## src/inc/tsync_pkg.sv

```systemverilog
package tsync_pkg;

    // ========================================================
    // Widths and counter list
    // ========================================================
    localparam int CNT_W   = 64;
    localparam int DATA_W  = 32;
    localparam int ADDR_W  = 8;
    localparam int NUM_CNT = 5;
    localparam int TOUT_W  = 8;

    localparam int IDX_RX_SYNC     = 0;
    localparam int IDX_RX_ANNOUNCE = 1;
    localparam int IDX_RX_PDREQ    = 2;
    localparam int IDX_TX_SYNC     = 3;
    localparam int IDX_TX_ANNOUNCE = 4;
    localparam int FIRST_TX_IDX    = IDX_TX_SYNC;

    // Counter identifiers, same order as the value list; new ones go at the end
    localparam logic [7:0] CNT_ID [NUM_CNT] = '{8'h01, 8'h02, 8'h03, 8'h11, 8'h12};

    // ========================================================
    // Register map (byte addresses)
    // ========================================================
    localparam logic [ADDR_W-1:0] REG_CNT_BASE = 8'h00;
    localparam logic [ADDR_W-1:0] REG_CNT_NUM  = 8'h40;
    localparam logic [ADDR_W-1:0] REG_ID_BASE  = 8'h44;
    localparam logic [ADDR_W-1:0] REG_STATUS   = 8'h60;
    localparam logic [ADDR_W-1:0] REG_CTRL     = 8'h64;

    localparam int CTRL_MIN_LSB = 0;
    localparam int CTRL_MAX_LSB = 8;
    localparam logic [7:0] CTRL_MIN_RST = 8'hF8;
    localparam logic [7:0] CTRL_MAX_RST = 8'h03;

    localparam int STAT_CODE_LSB  = 0;
    localparam int STAT_STATE_LSB = 4;
    localparam int STAT_TOUT_BIT  = 8;
    localparam int STAT_FREQ_BIT  = 9;
    localparam int STAT_INTV_BIT  = 10;
    localparam int STAT_MULTI_BIT = 11;

    // ========================================================
    // Frequency limit of the grandmaster rate
    // ========================================================
    localparam int FREQ_LIMIT_PPM = 100;
    localparam logic [31:0] FREQ_LIMIT_PPB = 32'(FREQ_LIMIT_PPM * 1000);

    // ========================================================
    // Types
    // ========================================================
    typedef enum logic [3:0] {
        ST_SYNCED        = 4'h0,
        ST_LINK_DOWN     = 4'h1,
        ST_PROTO_OFF     = 4'h2,
        ST_MEAS_PDELAY   = 4'h3,
        ST_MASTER_WAIT   = 4'h4,
        ST_WAIT_MASTER   = 4'h5,
        ST_SYNCING       = 4'h6,
        ST_PEER_INCAPABLE= 4'h7,
        ST_PDELAY_HIGH   = 4'h8,
        ST_SYNC_TIMEOUT  = 4'h9,
        ST_FREQ_RANGE    = 4'hA,
        ST_INTV_RANGE    = 4'hB,
        ST_MULTI_MASTER  = 4'hC
    } sync_status_t;

    typedef enum logic [1:0] {
        PS_DISABLED = 2'h0,
        PS_MASTER   = 2'h1,
        PS_SLAVE    = 2'h2,
        PS_PASSIVE  = 2'h3
    } port_state_t;

    typedef enum logic {
        MODE_DIRECT = 1'b0,
        MODE_TAP    = 1'b1
    } port_mode_t;

    typedef struct packed {
        port_state_t state;
        logic        bmca_en;
        port_mode_t  mode;
        logic        link_up;
        logic        proto_en;
        logic        as_capable;
        logic        pdelay_high;
        logic        servo_calibrated;
        logic        announce_settled;
    } port_cond_t;

    // Field order puts rx_sync at bit 0 so bit i is counter index i
    typedef struct packed {
        logic tx_announce;
        logic tx_sync;
        logic rx_pdelay_req;
        logic rx_announce;
        logic rx_sync;
    } msg_events_t;

endpackage

```

## src/tsync_port_status.sv

```systemverilog
// The strobed register port and the placing of the registers are this design's own decisions.
`timescale 1ns/1ns
// Functional notes
// Slave with no sync for timeout intervals reports code 9
// Slave with grandmaster beyond plus or minus 100 ppm reports code 10
// Slave seeing sync interval outside supported range reports code 11
// Master without election seeing another master reports code 12
// Every statistic is a 64-bit unsigned counter
// All counters clear to zero at power-up and reset
// Direct mode counts both ways; tap mode reads transmit counters as zero
// Received sync counter steps once per received Sync
// Received announce counter steps once per received Announce
// Received peer-delay-request counter steps once per received Pdelay_Req
// Transmitted sync counter steps once per sent Sync
// Transmitted announce counter steps once per sent Announce
// Identifier and value lists share size and index; additions go last
// Counter reads are live per word, not one snapshot
// Status always holds one code; faults outrank in-progress codes
module tsync_port_status
    import tsync_pkg::*;
#(
    parameter int COUNT_W = 64
) (
    input  wire logic                      CLK,
    input  wire logic                      SRST,
    input  tsync_pkg::port_cond_t          PORT_COND,
    input  tsync_pkg::msg_events_t         MSG_EVENTS,
    input  wire logic [7:0]                RX_LOG_INTERVAL,
    input  wire logic [31:0]               GM_RATE_PPB,
    input  wire logic [7:0]                SYNC_TIMEOUT,
    input  wire logic                      SYNC_INTERVAL_TICK,
    input  wire logic [7:0]                ADDR,
    input  wire logic [31:0]               WDATA,
    input  wire logic                      WR,
    input  wire logic                      RD,
    output logic [31:0]                    RDATA,
    output tsync_pkg::sync_status_t        SYNC_STATUS
);

    import tsync_pkg::*;

    initial begin
        if (COUNT_W != CNT_W || COUNT_W < DATA_W + 1 || COUNT_W > 2 * DATA_W) begin
            $error("tsync_port_status: COUNT_W must be 64");
        end
    end

    // ========================================================
    // Declarations
    // ========================================================
    logic [COUNT_W-1:0]    cnt_value [NUM_CNT];
    logic [NUM_CNT-1:0]    cnt_inc;
    logic [NUM_CNT-1:0]    ev_vec;
    logic                  is_slave;
    logic                  is_tap;
    logic                  lone_master;
    logic [TOUT_W-1:0]     intervals_since_sync;
    logic                  sync_seen;
    logic                  timeout_flag;
    logic                  freq_flag;
    logic                  intv_flag;
    logic                  multi_flag;
    logic [7:0]            ctrl_min;
    logic [7:0]            ctrl_max;
    logic [31:0]           rate_mag;
    logic                  intv_bad;
    sync_status_t          next_status;
    logic [31:0]           next_rdata;
    logic [2:0]            cnt_sel;
    logic                  port_ready;

    assign is_slave    = (PORT_COND.state == PS_SLAVE);
    assign is_tap      = (PORT_COND.mode == MODE_TAP);
    assign lone_master = (PORT_COND.state == PS_MASTER) && !PORT_COND.bmca_en;
    assign ev_vec      = MSG_EVENTS;

    // Gate that every slave and master code sits behind
    assign port_ready  = PORT_COND.link_up && PORT_COND.proto_en && PORT_COND.as_capable && !PORT_COND.pdelay_high;

    // ========================================================
    // Message counters
    // ========================================================
    // Transmit traffic belongs to the tap partner in tap mode, so it is
    // neither counted nor shown here
    generate
        for (genvar i = 0; i < NUM_CNT; i++) begin : g_cnt
            localparam bit IS_TX = (i >= FIRST_TX_IDX);
            assign cnt_inc[i] = ev_vec[i] && !(IS_TX && is_tap);
            stat_counter #(
                .WIDTH (COUNT_W)
            ) u_cnt (
                .clk   (CLK),
                .srst  (SRST),
                .inc   (cnt_inc[i]),
                .hide  (IS_TX && is_tap),
                .value (cnt_value[i])
            );
            // A counter hidden at the next edge reads zero, so it is exempt
            a_event_step: assert property (@(posedge CLK) disable iff (SRST)
                cnt_inc[i] ##1 !(IS_TX && is_tap) |-> cnt_value[i] == $past(cnt_value[i]) + COUNT_W'(1))
                else $error("message count did not step");
        end
    endgenerate

    // ========================================================
    // Sync receipt timeout
    // ========================================================
    // Counts whole sync intervals since the last received Sync; saturates
    always_ff @(posedge CLK) begin
        if (SRST || !is_slave) begin
            intervals_since_sync <= '0;
        end else if (MSG_EVENTS.rx_sync) begin
            intervals_since_sync <= '0;
        end else if (SYNC_INTERVAL_TICK && intervals_since_sync != '1) begin
            intervals_since_sync <= intervals_since_sync + TOUT_W'(1);
        end
    end

    always_ff @(posedge CLK) begin
        if (SRST || !is_slave) begin
            sync_seen <= 1'b0;
        end else if (MSG_EVENTS.rx_sync) begin
            sync_seen <= 1'b1;
        end
    end

    // A timeout of zero intervals would fault at once, so zero disables it
    assign timeout_flag = is_slave && (SYNC_TIMEOUT != 8'h00)
                          && (intervals_since_sync >= SYNC_TIMEOUT);

    // ========================================================
    // Grandmaster frequency range
    // ========================================================
    assign rate_mag  = GM_RATE_PPB[31] ? (32'h0 - GM_RATE_PPB) : GM_RATE_PPB;
    assign freq_flag = is_slave && sync_seen && (rate_mag > FREQ_LIMIT_PPB);

    // ========================================================
    // Sync interval range
    // ========================================================
    assign intv_bad = ($signed(RX_LOG_INTERVAL) < $signed(ctrl_min))
                      || ($signed(RX_LOG_INTERVAL) > $signed(ctrl_max));

    // Judged per received Sync and held until the next one
    always_ff @(posedge CLK) begin
        if (SRST || !is_slave) begin
            intv_flag <= 1'b0;
        end else if (MSG_EVENTS.rx_sync) begin
            intv_flag <= intv_bad;
        end
    end

    // ========================================================
    // Multiple masters
    // ========================================================
    // Sticky while the lone-master setup lasts; any announce means a rival
    always_ff @(posedge CLK) begin
        if (SRST || !lone_master) begin
            multi_flag <= 1'b0;
        end else if (MSG_EVENTS.rx_announce || MSG_EVENTS.rx_sync) begin
            multi_flag <= 1'b1;
        end
    end

    // ========================================================
    // Status code
    // ========================================================
    always_comb begin
        next_status = ST_MEAS_PDELAY;
        if (!PORT_COND.link_up) begin
            next_status = ST_LINK_DOWN;
        end else if (!PORT_COND.proto_en) begin
            next_status = ST_PROTO_OFF;
        end else if (!PORT_COND.as_capable) begin
            next_status = ST_PEER_INCAPABLE;
        end else if (PORT_COND.pdelay_high) begin
            next_status = ST_PDELAY_HIGH;
        end else if (is_slave) begin
            if (timeout_flag) begin
                next_status = ST_SYNC_TIMEOUT;
            end else if (freq_flag) begin
                next_status = ST_FREQ_RANGE;
            end else if (intv_flag) begin
                next_status = ST_INTV_RANGE;
            end else if (!sync_seen) begin
                next_status = ST_WAIT_MASTER;
            end else if (!PORT_COND.servo_calibrated) begin
                next_status = ST_SYNCING;
            end else begin
                next_status = ST_SYNCED;
            end
        end else if (PORT_COND.state == PS_MASTER) begin
            if (multi_flag) begin
                next_status = ST_MULTI_MASTER;
            end else if (PORT_COND.bmca_en && !PORT_COND.announce_settled) begin
                next_status = ST_MASTER_WAIT;
            end else begin
                next_status = ST_SYNCED;
            end
        end
    end

    always_ff @(posedge CLK) begin
        if (SRST) begin
            SYNC_STATUS <= ST_LINK_DOWN;
        end else begin
            SYNC_STATUS <= next_status;
        end
    end

    // ========================================================
    // Control register
    // ========================================================
    always_ff @(posedge CLK) begin
        if (SRST) begin
            ctrl_min <= CTRL_MIN_RST;
            ctrl_max <= CTRL_MAX_RST;
        end else if (WR && ADDR == REG_CTRL) begin
            ctrl_min <= WDATA[CTRL_MIN_LSB +: 8];
            ctrl_max <= WDATA[CTRL_MAX_LSB +: 8];
        end
    end

    // ========================================================
    // Read path
    // ========================================================
    // Each word is sampled on its own read, so a 64-bit value read as two
    // words may straddle an increment; software rereads the high word
    assign cnt_sel = ADDR[5:3];

    always_comb begin
        next_rdata = 32'h0;
        if (ADDR[1:0] == 2'h0) begin
            if (ADDR < REG_CNT_BASE + 8'(8 * NUM_CNT)) begin
                if (ADDR[2]) begin
                    next_rdata = cnt_value[cnt_sel][COUNT_W-1:DATA_W];
                end else begin
                    next_rdata = cnt_value[cnt_sel][DATA_W-1:0];
                end
            end else if (ADDR == REG_CNT_NUM) begin
                next_rdata = 32'(NUM_CNT);
            end else if (ADDR >= REG_ID_BASE && ADDR < REG_ID_BASE + 8'(4 * NUM_CNT)) begin
                next_rdata = {24'h0, CNT_ID[3'((ADDR - REG_ID_BASE) >> 2)]};
            end else if (ADDR == REG_STATUS) begin
                next_rdata[STAT_CODE_LSB +: 4]  = SYNC_STATUS;
                next_rdata[STAT_STATE_LSB +: 2] = PORT_COND.state;
                next_rdata[STAT_TOUT_BIT]       = timeout_flag;
                next_rdata[STAT_FREQ_BIT]       = freq_flag;
                next_rdata[STAT_INTV_BIT]       = intv_flag;
                next_rdata[STAT_MULTI_BIT]      = multi_flag;
            end else if (ADDR == REG_CTRL) begin
                next_rdata[CTRL_MIN_LSB +: 8] = ctrl_min;
                next_rdata[CTRL_MAX_LSB +: 8] = ctrl_max;
            end
        end
    end

    // Data stands only in the cycle after the read strobe
    always_ff @(posedge CLK) begin
        if (SRST || !RD) begin
            RDATA <= 32'h0;
        end else begin
            RDATA <= next_rdata;
        end
    end

    // ========================================================
    // Checks
    // ========================================================
    a_timeout_code: assert property (@(posedge CLK) disable iff (SRST)
        (is_slave && PORT_COND.link_up && PORT_COND.proto_en && PORT_COND.as_capable
         && !PORT_COND.pdelay_high && timeout_flag) |=> SYNC_STATUS == ST_SYNC_TIMEOUT)
        else $error("sync timeout not reported as 9");

    a_freq_code: assert property (@(posedge CLK) disable iff (SRST)
        (is_slave && PORT_COND.link_up && PORT_COND.proto_en && PORT_COND.as_capable
         && !PORT_COND.pdelay_high && !timeout_flag && freq_flag)
        |=> SYNC_STATUS == ST_FREQ_RANGE)
        else $error("frequency fault not reported as 10");

    a_interval_flag: assert property (@(posedge CLK) disable iff (SRST)
        (is_slave && $past(is_slave) && MSG_EVENTS.rx_sync && intv_bad) |=> intv_flag)
        else $error("bad sync interval not flagged");

    a_multi_master: assert property (@(posedge CLK) disable iff (SRST)
        (lone_master && MSG_EVENTS.rx_announce) ##1 lone_master
        |-> multi_flag)
        else $error("rival master not flagged");

    a_tap_tx_zero: assert property (@(posedge CLK) disable iff (SRST)
        (is_tap && RD && ADDR == REG_CNT_BASE + 8'(8 * IDX_TX_SYNC)) ##1 is_tap
        |-> RDATA == 32'h0)
        else $error("tx counter visible in tap mode");

    a_rx_sync_count: assert property (@(posedge CLK) disable iff (SRST)
        MSG_EVENTS.rx_sync |=> cnt_value[IDX_RX_SYNC] == $past(cnt_value[IDX_RX_SYNC]) + COUNT_W'(1))
        else $error("rx sync count did not step");

    a_tx_ann_count: assert property (@(posedge CLK) disable iff (SRST)
        (MSG_EVENTS.tx_announce && !is_tap) ##1 !is_tap
        |-> cnt_value[IDX_TX_ANNOUNCE] == $past(cnt_value[IDX_TX_ANNOUNCE]) + COUNT_W'(1))
        else $error("tx announce count did not step");

    a_id_readback: assert property (@(posedge CLK) disable iff (SRST)
        (RD && ADDR == REG_ID_BASE) |=> RDATA == {24'h0, CNT_ID[0]})
        else $error("first counter id misread");

    a_read_pulse: assert property (@(posedge CLK) disable iff (SRST)
        !$past(RD) |-> RDATA == 32'h0)
        else $error("read data outside its cycle");

    a_reset_status: assert property (@(posedge CLK)
        SRST |=> SYNC_STATUS == ST_LINK_DOWN && cnt_value[IDX_RX_ANNOUNCE] == '0)
        else $error("reset did not clear state");

    a_link_first: assert property (@(posedge CLK) disable iff (SRST)
        !PORT_COND.link_up |=> SYNC_STATUS == ST_LINK_DOWN)
        else $error("link down not given precedence");

    // Codes follow their flags by one cycle
    a_interval_code: assert property (@(posedge CLK) disable iff (SRST)
        (is_slave && port_ready && !timeout_flag && !freq_flag && intv_flag)
        |=> SYNC_STATUS == ST_INTV_RANGE)
        else $error("interval fault not reported as 11");

    a_multi_code: assert property (@(posedge CLK) disable iff (SRST)
        (PORT_COND.state == PS_MASTER && port_ready && multi_flag)
        |=> SYNC_STATUS == ST_MULTI_MASTER)
        else $error("rival master not reported as 12");

    // A fresh Sync restarts the interval count
    a_sync_clears: assert property (@(posedge CLK) disable iff (SRST)
        (is_slave && MSG_EVENTS.rx_sync)
        |=> !timeout_flag)
        else $error("timeout survived a Sync");

    // An interval fault implies a Sync was seen
    a_wait_code: assert property (@(posedge CLK) disable iff (SRST)
        (is_slave && port_ready && !timeout_flag && !sync_seen)
        |=> SYNC_STATUS == ST_WAIT_MASTER)
        else $error("missing master not reported as 5");

endmodule

```

## src/stat_counter.sv

```systemverilog
`timescale 1ns/1ns
module stat_counter #(
    parameter int WIDTH = 64
) (
    input  wire logic             clk,
    input  wire logic             srst,
    input  wire logic             inc,
    input  wire logic             hide,
    output logic [WIDTH-1:0]      value
);

    logic [WIDTH-1:0] cnt;

    initial begin
        if (WIDTH < 2) begin
            $error("stat_counter: WIDTH too small");
        end
    end

    // ========================================================
    // Counter
    // ========================================================
    // Plain wrap: at 64 bits a wrap never happens in service
    always_ff @(posedge clk) begin
        if (srst) begin
            cnt <= '0;
        end else if (inc) begin
            cnt <= cnt + WIDTH'(1);
        end
    end

    assign value = hide ? '0 : cnt;

    // ========================================================
    // Checks
    // ========================================================
    a_count_step: assert property (@(posedge clk) disable iff (srst)
        inc |=> cnt == $past(cnt) + WIDTH'(1))
        else $error("counter did not step by one");

    a_count_hold: assert property (@(posedge clk) disable iff (srst)
        !inc |=> cnt == $past(cnt))
        else $error("counter moved without an event");

    a_reset_clear: assert property (@(posedge clk)
        srst |=> cnt == '0)
        else $error("counter not cleared by reset");

    a_hidden_zero: assert property (@(posedge clk) disable iff (srst)
        hide |-> value == '0 && !inc)
        else $error("hidden counter not idle");

endmodule

```

## config.mk

```make
export PLATFORM = sky130hd
export DESIGN_NAME = tsync_port_status
export DESIGN_NICKNAME = d
export VERILOG_FILES = /design/src/inc/tsync_pkg.sv /design/src/tsync_port_status.sv /design/src/stat_counter.sv
export SDC_FILE = /design/constraint.sdc
export NUM_CORES = 1
export LEC_CHECK = 0
export BUFFER_PORTS_ARGS = -buffer_cell sky130_fd_sc_hd__buf_4
export CAP_MARGIN = 10
export CORE_MARGIN = 2
export CORE_UTILIZATION = 65
export DETAILED_ROUTE_END_ITERATION = 16
export HOLD_SLACK_MARGIN = 0.12
export PLACE_DENSITY = 0.9
export SLEW_MARGIN = 10
export SYNTH_ARGS = -nofsm -noshare
export SYNTH_HDL_FRONTEND = slang
export SYNTH_SLANG_ARGS = --single-unit
```

## constraint.sdc

```tcl
create_clock -name CLK -period 3.5 [get_ports CLK]
set_input_delay 0.35 -clock CLK [delete_from_list [all_inputs] [get_ports CLK]]
set_output_delay 0.35 -clock CLK [all_outputs]
set_load 0.01 [all_outputs]
```

==> flow_metrics.env <==
export IMPL_status="complete, no violations"
export IMPL_ios=144
export IMPL_grt_usage_pct=36.95
export IMPL_initial_core_util_pct=65.68
export IMPL_cp_required_ns=3.98
export IMPL_rr_worst_depth=11
export IMPL_min_to="g_cnt[2].u_cnt.cnt[0]"
export IMPL_io_buffer_count=127
export IMPL_postRouteAntennaNets=0
export IMPL_synth_fp_nets=2607
export IMPL_critical_path_buf_inv_count=2
export IMPL_place_detailed_hpwl_mm=42.78
export IMPL_tightest_slew_ns=1.129
export IMPL_path_clk_slew_ns=0.06
export IMPL_cts_buffers=41
export IMPL_cpPeakStageDelay_ns=0.55
export IMPL_ys_seq_elements=383
export IMPL_h_tree_depth=2
export IMPL_hold_viol_final=0
export IMPL_worst_setup_path_type="flop to flop"
export IMPL_first_iter_violations=2705
export IMPL_fin_skew_ns=0.02959
export IMPL_coreArea_sq_um=30430
export IMPL_tns_ns=0
export IMPL_critPathMaxFanout=4
export IMPL_die_w_microns=179.4
export IMPL_period_share_pct=88.71
export IMPL_max_cap_viol_count=0
export IMPL_routed_wl_mm=60.75
export IMPL_setup_viol_count_final=0
export IMPL_grt_ovfl_total=0
export IMPL_max_slew_margin_pct=24.74
export IMPL_hold_path_class="primary input to flop"
export IMPL_drtPass1Iterations=8
export IMPL_nNetsFinal=2711
export IMPL_drive_above_1_share_pct=9.942
export IMPL_r2r_slack_ns=0.40
export IMPL_critical_path_top_delay_family="compound AO/OA/AOI/OAI gates"
export IMPL_cpMaxStageDelayCell="dlygate4sd3_1"
export IMPL_viasPerCell=6.484
export IMPL_clock_path_buffers=3
export IMPL_crit_cells=11
export IMPL_path_cells="inv_1 > ha_1 > nand2b_1 > a21o_1 > a21o_1 > a31o_2 > a31oi_1 > nand2_1 > or3_1 > a31oi_1 > dlygate4sd3_1"
export IMPL_rsz0062_at_grt="false"
export IMPL_areaGrowthSynthToFinish_pct=14.03
export IMPL_max_freq_ghz=0.3221
export IMPL_final_common_cell="nor2_1"
export IMPL_seqPwrFrac_pct=47.0
export IMPL_timing_final_max_slew_violations=0
export IMPL_hp_start="MSG_EVENTS[2]"
export IMPL_synthCells=2465
export IMPL_synth_edf_count=0
export IMPL_mostFrequentLayoutCells="397 x nor2_1, 383 x dfxtp_1, 189 x nand2_1"
export IMPL_netlist_area_sq_um=19990
export IMPL_p_per_area_nw_per_um2=410.2
export IMPL_ys_flop_type="dfxtp_1"
export IMPL_p_leak_nw=8.379
export IMPL_holdPathStages=3
export IMPL_grt_pass1_wl_mm=94.10
export IMPL_r2r_start="intervals_since_sync[0]"
export IMPL_vdd_drop_max_uv=323.7
export IMPL_syn_area_per_cell_sq_um=8.108
export IMPL_post_route_util_pct=74.90
export IMPL_r2r_end="SYNC_STATUS[2]"
export IMPL_die_y_microns=179.4
export IMPL_internal_power_mw=7.190
export IMPL_pwr_share_comb_pct=5.9
export IMPL_cts_sinks=383
export IMPL_synthDistinctLibCells=70
export IMPL_worstSetupEndpointType="flop"
export IMPL_clock_latency_ns=0.55
export IMPL_seq_area_frac_synth_pct=38.36
export IMPL_rows=64
export IMPL_swShare_pct=23.09
export IMPL_cts_root_buffer="clkbuf_16"
export IMPL_grt_max_degree=236
export IMPL_synth_async_sr_flop_share_pct=0
export IMPL_cp_arrival_ns=3.58
export IMPL_clkPwrFrac_pct=47.1
export IMPL_cts_tree="built"
export IMPL_postCtsSetupBuffers=0
export IMPL_wl_per_cell_microns=20.30
export IMPL_routabilityCongestion=0.9687
export IMPL_worstSetupStartpointType="flop"
export IMPL_yosysWarnings=0
export IMPL_finalPower_mw=9.348
export IMPL_grt_antenna_before_repair=3
export IMPL_drc=0
export IMPL_grt_pass1_vias=18260
export IMPL_switchingPower_mw=2.159
export IMPL_die_area_sq_um=32170
export IMPL_vias=19400
export IMPL_final_min_clock_period_ns=3.105
worst reg2reg max path, cell delays in order (launching register included):
cell           delay [ns]
dfxtp_1              0.39
inv_1                0.07
ha_1                 0.27
nand2b_1             0.14
a21o_1               0.18
a21o_1               0.17
a31o_2               0.25
a31oi_1              0.47
nand2_1              0.08
or3_1                0.31
a31oi_1              0.15
dlygate4sd3_1        0.55
state kept, by name, summed over array words and instances (netlist names):
register,cells
ctrl_max,8
intv_flag,1
sync_seen,1
intervals_since_sync,8
ctrl_min,8
SYNC_STATUS,4
g_cnt.u_cnt.cnt,320
RDATA,32
multi_flag,1
power by group through the flow:
| stage | clock (mW) | sequential [mW] | combinational [mW] |
|---|---|---|---|
| final | 4.41 | 4.39 | 0.548 |
| after global routing | 4.57 | 4.39 | 0.582 |
| after CTS | 4.39 | 4.39 | 0.526 |
| after detailed placement | 0 | 4.49 | 0.510 |
| after global placement | 0 | 4.49 | 0.501 |
| after floorplan | 0 | 4.48 | 0.296 |
cell usage after synthesis, drive strengths merged (3+ instances only):
master | count | share of area [%]
nor2 | 399 | 7.5
dfxtp | 383 | 38
nand2 | 189 | 3.5
xor2 | 166 | 7.3
a21oi | 148 | 3.7
nand3 | 116 | 2.9
o21ai | 97 | 2.4
xnor2 | 95 | 4.2
clkbuf | 94 | 1.8
inv | 85 | 1.6
or3 | 70 | 2.2
nand4 | 68 | 2.1
mux2i | 66 | 3.3
and3 | 61 | 1.9
nor3 | 44 | 1.2
a22oi | 39 | 1.5
and4 | 37 | 1.6
ha | 34 | 2.1
o211ai | 26 | 0.98
nor4 | 25 | 1.2
nor2b | 19 | 0.59
buf | 18 | 0.39
a221oi | 16 | 0.70
a222oi | 15 | 0.75
nand2b | 15 | 0.47
and2 | 14 | 0.44
a21o | 13 | 0.49
mux2 | 11 | 0.62
o221ai | 10 | 0.44
a31oi | 8 | 0.25
a32oi | 8 | 0.35
or2 | 8 | 0.25
a211o | 7 | 0.31
a22o | 6 | 0.26
o21a | 5 | 0.19
a211oi | 4 | 0.15
a41oi | 3 | 0.13
nand4b | 3 | 0.13
nor3b | 3 | 0.14
nor4b | 3 | 0.13
o22ai | 3 | 0.094
o31ai | 3 | 0.11
o32ai | 3 | 0.13
or4 | 3 | 0.13
timing repair:
item                                   CTS  global route
hold buffers                            13             0
gates resized for setup                  0             0
endpoints found under the hold margin   12             0
final cells by class:
cell class                      instances  area [sq um]
Fill cell                            2179          7639
Clock buffer                           58          1210
Timing Repair Buffer                  173          1364
Antenna cell                            1         2.502
Clock inverter                         11         137.6
Tap cell                              396         495.5
Sequential cell                       383          7667
Inverter                               86         322.8
Multi-Input combinational cell       1884         11590
worst max-delay path by stage:
stage	to	start
floorplan	g_cnt[4].u_cnt.cnt[61]	PORT_COND[6]
global placement	RDATA[9]	GM_RATE_PPB[3]
detailed placement	SYNC_STATUS[0]	GM_RATE_PPB[3]
CTS	SYNC_STATUS[2]	intervals_since_sync[0]
global route	g_cnt[2].u_cnt.cnt[54]	g_cnt[2].u_cnt.cnt[7]
finish	SYNC_STATUS[2]	intervals_since_sync[0]
cells by family (layout without fill, tap and decap cells):
| kind of cell | after synthesis | in the layout | share of synthesized area (%) |
|---|---|---|---|
| AO/OA/AOI/OAI | 431 | 431 | 13.72 |
| XOR/XNOR | 261 | 261 | 11.44 |
| adder cells (fa/ha/maj) | 34 | 34 | 2.128 |
| buffers and inverters | 198 | 328 | 3.769 |
| flip-flops | 383 | 383 | 38.36 |
| multiplexers | 77 | 77 | 3.925 |
| other | 0 | 1 | 0 |
| AND/OR/NAND/NOR | 1081 | 1081 | 26.66 |
stage by stage:
stage | cell area (sq um) | worst slack [ns] | instances | hold slack (ns)
after floorplan | 19990 | 1.067 | 2465 | 0.4287
after global placement | 21310 | 0.6632 | 2909 | 0.4663
after detailed placement | 21310 | 0.5511 | 2909 | 0.4794
after CTS | 22790 | 0.4139 | 2991 | 0.1260
after global routing | 22790 | 0.2750 | 2992 | 0.1518
final | 22790 | 0.3950 | 2992 | 0.1205
routing by layer:
metal  routed length, microns  track usage (%)  vias up  share of wire, %
met5                       12                0        -             0.020
met2                    26830            58.46     1184                44
met4                     4958            26.88        2               8.2
met1                    22660            44.93     9003                37
met3                     6291            7.257      332                10
li1                         -                -     8878                 -
No activity file was read; power rests on OpenSTA's default activity.
